$ cat src/core/rtcca_params.svh
`ifndef RTCCA_PARAMS_SVH
`define RTCCA_PARAMS_SVH

// ----------------------------------------------------------------
// register byte offsets
// ----------------------------------------------------------------
`define RTCCA_OFS_SEC 8'h00
`define RTCCA_OFS_DAY 8'h04
`define RTCCA_OFS_ASEC 8'h08
`define RTCCA_OFS_ADAY 8'h0C
`define RTCCA_OFS_CTRL 8'h10
`define RTCCA_OFS_CHG 8'h14
`define RTCCA_OFS_FLAG 8'h18
`define RTCCA_OFS_MASK 8'h1C

// ----------------------------------------------------------------
// field positions
// ----------------------------------------------------------------
`define RTCCA_CTRL_OFF 0
`define RTCCA_CTRL_POL_LO 1
`define RTCCA_CTRL_TRIM_LO 4
`define RTCCA_CHG_LVL_LO 1
`define RTCCA_FLG_TICK 0
`define RTCCA_FLG_ALARM 1
`define RTCCA_FLG_LOST 2

// ----------------------------------------------------------------
// counts and reset values
// ----------------------------------------------------------------
`define RTCCA_DIV_NOM 17'h08000
`define RTCCA_SEC_MAX 17'h1517F
`define RTCCA_POL_OFF 2'h0
`define RTCCA_POL_MAIN 2'h1
`define RTCCA_POL_RSVD 2'h2
`define RTCCA_POL_ALL 2'h3
`define RTCCA_MASK_RST 3'h7
`define RTCCA_FLAG_RST 3'h4

`endif

$ cat src/core/rtcca_pkg.sv
package rtcca_pkg;

   // backup charger control toward the analog cell
   typedef struct packed {
      logic connect;    // cell joined to internal circuits
      logic on;         // charger enabled
      logic [2:0] level; // target voltage code
      logic cur_high;   // high charge current
      logic cur_low;    // low charge current
   } rtcca_chg_t;

   // synchronised pin levels
   typedef struct packed {
      logic uv;
      logic coin_only;
      logic sys_on;
      logic osc;
   } rtcca_pins_t;

endpackage

$ cat src/core/rtcca_top.sv
// The register offsets and the Wishbone register port are this design's own decisions.
`timescale 1ns/1ps
`include "rtcca_params.svh"

// Overview of operation
// - oscillator divided to tick; seconds advance
// - seconds wrap to zero after 86399
// - wrap increments 15-bit day counter
// - tick sets flag; interrupt when unmasked
// - alarm flag on seconds and day match
// - alarm wakes when off, interrupts when on
// - clock-off bit stops timekeeping; resets 0
// - backup reset clears backed registers except masks and lost flag, which it sets
// - backup reset sets timekeeping-lost flag
// - signed 5-bit word trims divider
// - trim value is counts per second
// - clock output unaffected by trim
// - policy 00 off, 01 main, 11 always
// - cell connects only on power-on
// - charger enable bit and 3-bit level
// - high current on, low when off
// - undervoltage stops charging
// - charger enable cleared only by reset or a write of zero
// - flags latch until written one
// - masks reset set; unmask raises interrupt
module rtcca_top (
   // clock and backup-domain reset
   input wire logic clk_i,
   input wire logic rst_i,
   // wishbone slave
   input wire logic wb_cyc_i,
   input wire logic wb_stb_i,
   input wire logic wb_we_i,
   input wire logic [31:0] wb_adr_i,
   input wire logic [3:0] wb_sel_i,
   input wire logic [31:0] wb_dat_i,
   output logic [31:0] wb_dat_o,
   output logic wb_ack_o,
   // pins from outside
   input wire logic osc_i,
   input wire logic sys_on_i,
   input wire logic coin_only_i,
   input wire logic undervoltage_limit_i,
   // outputs
   output logic irq_o,
   output logic wake_o,
   output logic slow_clock_out_o,
   output rtcca_pkg::rtcca_chg_t charge_o
);

   // ----------------------------------------------------------------
   // declarations
   // ----------------------------------------------------------------
   rtcca_pkg::rtcca_pins_t sync1_q; // first stage, read only by second
   rtcca_pkg::rtcca_pins_t pins_q;  // synchronised levels
   logic osc_prev_q;               // for edge detection
   logic osc_rise;
   logic [16:0] div_cnt_q;         // oscillator edges this second
   logic [16:0] term_cnt;          // divider terminal count
   logic trim_on;
   logic tick;
   logic tick_dly_q;               // tick one cycle late, for alarm
   logic [16:0] seconds_in_day_counter_q;
   logic [14:0] day_q;
   logic [16:0] alarm_seconds_q;
   logic [14:0] alarm_day_q;
   logic clock_off_bit_q;
   logic [1:0] drift_trim_policy_q;
   logic [4:0] drift_trim_word_q;
   logic backup_charge_on_q;
   logic [2:0] backup_charge_level_q;
   logic cell_connect_q;
   logic [2:0] flags_q;            // lost, alarm, tick
   logic [2:0] flags_set;
   logic [2:0] flags_clr;
   logic [2:0] mask_q;
   logic alarm_ev;
   logic wake_q;
   logic ack_q;
   logic [31:0] rdat_q;
   logic req;
   logic wr;
   logic [7:0] ofs;

   // byte-lane merge of a write into an old value
   function automatic logic [31:0] merge(input logic [31:0] old,
         input logic [31:0] dat, input logic [3:0] sel);
      logic [31:0] m;
      m = {{8{sel[3]}}, {8{sel[2]}}, {8{sel[1]}}, {8{sel[0]}}};
      merge = (old & ~m) | (dat & m);
   endfunction

   // ----------------------------------------------------------------
   // pin synchronisers
   // ----------------------------------------------------------------
   // two stages before any logic looks at a pin
   always_ff @(posedge clk_i) begin
      sync1_q <= {undervoltage_limit_i, coin_only_i, sys_on_i, osc_i};
      pins_q <= sync1_q;
      osc_prev_q <= pins_q.osc;
   end

   assign osc_rise = pins_q.osc & ~osc_prev_q;
   // clock out follows the oscillator, untouched by trim
   assign slow_clock_out_o = pins_q.osc;

   // ----------------------------------------------------------------
   // one-second divider
   // ----------------------------------------------------------------
   // trim allowed by policy; reserved code acts as disabled
   assign trim_on = (drift_trim_policy_q == `RTCCA_POL_ALL) ||
         ((drift_trim_policy_q == `RTCCA_POL_MAIN) && !pins_q.coin_only);
   // signed trim added to the nominal period
   assign term_cnt = `RTCCA_DIV_NOM - 17'h00001 +
         (trim_on ? {{12{drift_trim_word_q[4]}}, drift_trim_word_q} : 17'h00000);
   assign tick = osc_rise && !clock_off_bit_q && (div_cnt_q == term_cnt);

   // counts oscillator edges, held at zero while the clock is off
   always_ff @(posedge clk_i) begin
      if (rst_i || clock_off_bit_q) begin
         div_cnt_q <= 17'h00000;
      end else if (tick) begin
         div_cnt_q <= 17'h00000;
      end else if (osc_rise) begin
         div_cnt_q <= div_cnt_q + 17'h00001;
      end
   end

   // ----------------------------------------------------------------
   // wishbone slave
   // ----------------------------------------------------------------
   assign req = wb_cyc_i && wb_stb_i;
   assign wr = req && wb_we_i && ack_q; // write lands on the ack edge
   assign ofs = wb_adr_i[7:0];

   // one wait state, ack dropped after one cycle
   always_ff @(posedge clk_i) begin
      if (rst_i) begin
         ack_q <= 1'b0;
      end else begin
         ack_q <= req && !ack_q;
      end
   end

   // read data captured in the cycle before ack
   always_ff @(posedge clk_i) begin
      if (rst_i) begin
         rdat_q <= 32'h00000000;
      end else if (req && !ack_q) begin
         case (ofs)
            `RTCCA_OFS_SEC: rdat_q <= {15'h0000, seconds_in_day_counter_q};
            `RTCCA_OFS_DAY: rdat_q <= {17'h00000, day_q};
            `RTCCA_OFS_ASEC: rdat_q <= {15'h0000, alarm_seconds_q};
            `RTCCA_OFS_ADAY: rdat_q <= {17'h00000, alarm_day_q};
            `RTCCA_OFS_CTRL: rdat_q <= {23'h000000, drift_trim_word_q, 1'b0,
                  drift_trim_policy_q, clock_off_bit_q};
            `RTCCA_OFS_CHG: rdat_q <= {27'h0000000, cell_connect_q,
                  backup_charge_level_q, backup_charge_on_q};
            `RTCCA_OFS_FLAG: rdat_q <= {29'h00000000, flags_q};
            `RTCCA_OFS_MASK: rdat_q <= {29'h00000000, mask_q};
            default: rdat_q <= 32'h00000000; // unmapped reads zero
         endcase
      end
   end

   assign wb_ack_o = ack_q;
   assign wb_dat_o = rdat_q;

   // ----------------------------------------------------------------
   // time and day counters
   // ----------------------------------------------------------------
   // software write beats a tick in the same cycle
   always_ff @(posedge clk_i) begin
      if (rst_i) begin
         seconds_in_day_counter_q <= 17'h00000;
      end else if (wr && ofs == `RTCCA_OFS_SEC) begin
         seconds_in_day_counter_q <= 17'(merge({15'h0000, seconds_in_day_counter_q},
               wb_dat_i, wb_sel_i));
      end else if (tick && seconds_in_day_counter_q == `RTCCA_SEC_MAX) begin
         seconds_in_day_counter_q <= 17'h00000;
      end else if (tick) begin
         seconds_in_day_counter_q <= seconds_in_day_counter_q + 17'h00001;
      end
   end

   // day counter advances on each wrap
   always_ff @(posedge clk_i) begin
      if (rst_i) begin
         day_q <= 15'h0000;
      end else if (wr && ofs == `RTCCA_OFS_DAY) begin
         day_q <= 15'(merge({17'h00000, day_q}, wb_dat_i, wb_sel_i));
      end else if (tick && seconds_in_day_counter_q == `RTCCA_SEC_MAX) begin
         day_q <= day_q + 15'h0001;
      end
   end

   // ----------------------------------------------------------------
   // control registers
   // ----------------------------------------------------------------
   // alarm compare values
   always_ff @(posedge clk_i) begin
      if (rst_i) begin
         alarm_seconds_q <= 17'h00000;
         alarm_day_q <= 15'h0000;
      end else begin
         if (wr && ofs == `RTCCA_OFS_ASEC) begin
            alarm_seconds_q <= 17'(merge({15'h0000, alarm_seconds_q}, wb_dat_i, wb_sel_i));
         end
         if (wr && ofs == `RTCCA_OFS_ADAY) begin
            alarm_day_q <= 15'(merge({17'h00000, alarm_day_q}, wb_dat_i, wb_sel_i));
         end
      end
   end

   // clock-off, trim policy and trim word
   always_ff @(posedge clk_i) begin
      if (rst_i) begin
         clock_off_bit_q <= 1'b0;
         drift_trim_policy_q <= `RTCCA_POL_OFF;
         drift_trim_word_q <= 5'h00;
      end else if (wr && ofs == `RTCCA_OFS_CTRL && wb_sel_i[0]) begin
         clock_off_bit_q <= wb_dat_i[`RTCCA_CTRL_OFF];
         drift_trim_policy_q <= wb_dat_i[`RTCCA_CTRL_POL_LO +: 2];
         drift_trim_word_q <= wb_dat_i[`RTCCA_CTRL_TRIM_LO +: 5];
      end
   end

   // charger settings; enable cleared only by the backup reset or a write of zero
   always_ff @(posedge clk_i) begin
      if (rst_i) begin
         backup_charge_on_q <= 1'b0;
         backup_charge_level_q <= 3'h0;
      end else if (wr && ofs == `RTCCA_OFS_CHG && wb_sel_i[0]) begin
         backup_charge_on_q <= wb_dat_i[0];
         backup_charge_level_q <= wb_dat_i[`RTCCA_CHG_LVL_LO +: 3];
      end
   end

   // cell joins once the system is on (covers charger enable while on)
   always_ff @(posedge clk_i) begin
      if (rst_i) begin
         cell_connect_q <= 1'b0;
      end else if (pins_q.sys_on) begin
         cell_connect_q <= 1'b1;
      end
   end

   // charger drive, current picked by system state
   always_comb begin
      charge_o.connect = cell_connect_q;
      charge_o.on = backup_charge_on_q && cell_connect_q && !pins_q.uv;
      charge_o.level = backup_charge_level_q;
      charge_o.cur_high = charge_o.on && pins_q.sys_on;
      charge_o.cur_low = charge_o.on && !pins_q.sys_on;
   end

   // ----------------------------------------------------------------
   // events, masks and interrupt
   // ----------------------------------------------------------------
   // alarm compared against counters just after they advance
   always_ff @(posedge clk_i) begin
      if (rst_i) begin
         tick_dly_q <= 1'b0;
      end else begin
         tick_dly_q <= tick;
      end
   end

   assign alarm_ev = tick_dly_q && (seconds_in_day_counter_q == alarm_seconds_q) &&
         (day_q == alarm_day_q);

   assign flags_set = {1'b0, alarm_ev, tick};
   assign flags_clr = (wr && ofs == `RTCCA_OFS_FLAG && wb_sel_i[0]) ? wb_dat_i[2:0] : 3'h0;

   // sticky flags; a set in the clearing cycle wins
   always_ff @(posedge clk_i) begin
      if (rst_i) begin
         flags_q <= `RTCCA_FLAG_RST;
      end else begin
         flags_q <= (flags_q & ~flags_clr) | flags_set;
      end
   end

   // masks start fully masked
   always_ff @(posedge clk_i) begin
      if (rst_i) begin
         mask_q <= `RTCCA_MASK_RST;
      end else if (wr && ofs == `RTCCA_OFS_MASK && wb_sel_i[0]) begin
         mask_q <= wb_dat_i[2:0];
      end
   end

   // wake pulse for an alarm while the system is off
   always_ff @(posedge clk_i) begin
      if (rst_i) begin
         wake_q <= 1'b0;
      end else begin
         wake_q <= alarm_ev && !pins_q.sys_on;
      end
   end

   assign wake_o = wake_q;
   // interrupt only reaches the processor while on
   assign irq_o = |(flags_q & ~mask_q) && pins_q.sys_on;
endmodule // rtcca_top

$ cat config.mk
export PLATFORM = sky130hd
export DESIGN_NAME = rtcca_top
export DESIGN_NICKNAME = d
export VERILOG_FILES = /design/src/core/rtcca_pkg.sv /design/src/core/rtcca_top.sv
export VERILOG_INCLUDE_DIRS = /design/src /design/src/core
export SDC_FILE = /design/constraint.sdc
export NUM_CORES = 1
export LEC_CHECK = 0
export BUFFER_PORTS_ARGS = -buffer_cell sky130_fd_sc_hd__buf_2
export CORE_MARGIN = 2
export CORE_UTILIZATION = 52
export DETAILED_ROUTE_END_ITERATION = 6
export PLACE_DENSITY = 0.77
export RECOVER_POWER = 100
export SLEW_MARGIN = 20
export SYNTH_ARGS = -nofsm -noshare
export SYNTH_HDL_FRONTEND = slang
export SYNTH_SLANG_ARGS = --single-unit
$ cat constraint.sdc
create_clock -name clk_i -period 3.22 [get_ports clk_i]
set_input_delay 0 -clock clk_i [delete_from_list [all_inputs] [get_ports clk_i]]
set_output_delay 0 -clock clk_i [all_outputs]
set_load 0.05 [all_outputs]
==> results.py <==
metrics = {
    "job": {
        "cap_violations": 0,
    },
    "floorplanning": {
        "core_area_um2": 13700,
        "dieArea_um2": 14900,
        "die_h_um": 122,
        "row_count": 43,
        "die_w_um": 122,
        "io_pins": 120,
        "initial_core_util_pct": 52.7,
    },
    "global_routing": {
        "grt_use_total_pct": 30.7,
        "antenna_found_initial": 0,
        "grt_pass1_wl_um": 35500,
        "grt_pass1_vias": 6730,
        "grt_start_max_net_pins": 41,
        "gr-total-overflow": 0,
    },
    "placement": {
        "place_inst": 1109,
        "io_buffers": 64,
        "place_ws_ns": -0.181,
        "place_hpwl_um": 15400,
        "place.gp.congestion": 0.997,
    },
    "route": {
        "drt-vias-per-instance": 6.14,
        "ant_nets": 0,
        "wl_per_cell_um": 19.3,
        "vias": 7175,
        "drt_iter0_drc": 948,
        "wl_um": 22600,
        "dr.pass1.iters": 5,
        "drc": 0,
    },
    "synth": {
        "synthMuxAreaShare_pct": 8.17,
        "synth_top_area_share_pct": 35.7,
        "synthSimpleGateAreaFrac_pct": 24.7,
        "yosys-top-cells-count": "dfxtp_1 (129), nor2_1 (122), nand2_1 (78), mux2i_1 (50), clkbuf_1 (44)",
        "synth_top_family_by_area": "simple AND/OR/NAND/NOR gates",
        "synth_largest_area_cell": "dfxtp_1",
        "yosys_warnings": 0,
        "synthCells": 880,
        "ys_seq_area_share_pct": 35.7,
        "yosys_most_used_dff": "dfxtp_1",
        "syn-cell-area_um2": 7220,
        "synth-edff-count": 0,
        "synth.most_common_cell": "dfxtp_1",
        "synth-seq-cells": 129,
        "synth_compound_area_share_pct": 16.8,
        "synth_cell_type_count": 74,
        "ys_top_cells_by_area": "dfxtp_1 (36%), mux2i_1 (6.9%), nor2_1 (6.3%), xnor2_1 (5.0%), nand2_1 (4.1%)",
        "synthXorXnorAreaFrac_pct": 7.48,
        "synthArstFlopShare_pct": 0,
        "synth_fa_ha_area_share_pct": 1.39,
        "syn_avg_cell_area_um2": 8.21,
    },
    "timing": {
        "post-route-worst-setup-slack_ns": -0.123,
        "tightest_slew_ns": 0.753,
        "finalHoldViolCount": 0,
        "relSlewSlack_pct": 49.4,
        "finalCritPeriodShare_pct": 104,
        "tns_ns": -0.951,
        "rsz0062_at_grt": "yes",
        "final_max_slew_viol_count": 0,
        "setup_viol": 20,
        "fmax_mhz": 299,
        "fin_skew_ns": 0.00976,
        "timing.final.crit_period_ns": 3.34,
    },
    "worst_hold_path": {
        "min_from": "wb_sel_i[1]",
        "hold_path_class": "input port to flop",
    },
    "clock_network": {
        "cts_buffers": 17,
        "clock_latency_ns": 0.43,
        "cts_tree": "yes",
        "path_clk_slew_ns": 0.06,
        "clock_sinks": 129,
        "htree_levels": 4,
        "clockBufferDepth": 2,
        "cts-root-buf": "clkbuf_16",
    },
    "critical_path": {
        "crit_buf_inv": 1,
        "worstSetupPathType": "flop to flop",
        "arrival_ns": 3.64,
        "reg2reg_depth": 12,
        "cp-end-kind": "flop",
        "max_stage_delay_ns": 0.56,
        "path_cells": "or4_4 > nor2_4 > nor2_1 > ha_1 > or3_4 > a222oi_1 > nand3_1 > a211o_4 > o21ai_4 > buf_12 > mux2i_2 > o21ai_1",
        "slowest_stage": "or4_4",
        "cp_data_required_time_ns": 3.52,
        "startpoint_type": "flop",
        "startpoint": "drift_trim_word_q[0]",
        "reg2reg_slack_ns": -0.12,
        "crit_family": "simple AND/OR/NAND/NOR gates",
        "reg2reg_from": "drift_trim_word_q[0]",
        "path_max_fanout": 9,
        "path_depth": 12,
    },
    "finish": {
        "antenna_cells": 0,
        "final_cells": 1168,
        "final_layout_size_suffix_gt1_share_pct": 20.0,
        "nets": 1060,
        "area_delta_synth_final_pct": 23.5,
    },
    "run_status": {
        "outcome": "complete, but fails checks",
        "violations": "setup timing",
    },
    "pwr": {
        "powerDensity_nw_per_um2": 457,
        "p_leak_nw": 3.38,
        "ir_worst_vdd_uv": 411,
    },
}
[stage by stage]
step                instance area, um2  util [%]  hold WS (ns)  power (mW)
floorplan                         7330         -        0.0277        1.91
global placement                  7870      57.4         0.103        1.98
detailed placement                7870      57.4         0.104        1.99
CTS                               8800      64.1        0.0703        4.07
global route                      8920      65.0         0.121        4.17
finish                            8920      65.0        0.0803        4.07
[where the power goes]
part,internal [mW],leakage (nW),switching [mW],total [mW]
Sequential,1.63,1.05,0.0375,1.66
Clock,1.34,0.307,0.744,2.08
Combinational,0.101,2.03,0.224,0.325
[worst min-delay path by stage]
stage	endpoint	slack, ns	cells after the start
2_1_floorplan	sync1_q[0]	0.03	0
3_3_place_gp	sync1_q[3]	0.10	1
3_5_place_dp	sync1_q[2]	0.10	1
4_1_cts	flop	0.07	5
5_1_grt	flop	0.12	5
6_report	flop	0.08	5
[tightest hold or removal path, cell delays in order]
cell and delay, ns:
buf_2 0.14, nand2_1 0.07, a211oi_1 0.08, o211ai_1 0.09, nand3_1 0.07
[metal layers]
metal  wire, um  global-route usage [%]  part of all wire [%]  vias up
met4        781                    14.2                   3.5        0
met3       2150                    6.93                   9.5       60
met2      10700                    49.0                    47      410
li1           -                       -                     -     3324
met5          0                       0                     0        -
met1       9010                    39.6                    40     3381
[cell families after synthesis]
logic type,after synthesis
DFF,129
xor gates and xnor gates,60
and+or+nand+nor,366
muxes,56
AOI/OAI and AO/OA,173
adders and majority gates,8
buffers and inverters,87
other,1
[layout by cell type (no fill, tap or decap), types with 5 or more instances in the layout]
master,n
a211oi_1,11
a311oi_1,7
mux2i_1,49
nand2_1,75
clkbuf_16,17
dlygate4sd3_1,23
buf_4,46
ha_1,7
buf_2,64
nand3_1,40
nand4_1,17
conb_1,15
nor4_1,7
a21oi_1,27
nor2b_1,8
xor2_1,18
o21ai_1,10
dfxtp_1,129
a31oi_1,6
xnor2_1,41
a22oi_1,23
a32oi_1,7
nor2_1,120
o31ai_1,6
o211ai_1,8
nor3_1,29
o21ai_0,23
and3_1,15
o22a_1,5
inv_1,11
[cell type report]
type                    instances  area [um2]
well taps                     180         225
inverters                      11        41.3
fillers                      1108        4800
repair buffers                138         970
multi-input cells             678        4460
clock inverters                12         180
clock buffers                  20         457
flip-flops and latches        129        2580
[timing repair]
action,in CTS,in global routing
hold buffers,23,0
hold endpoints to repair,62,0
gates resized for setup,16,20
pin swaps,7,14
setup endpoints to repair,26,32
setup buffers,1,3
(Power assumes the default switching activity.)
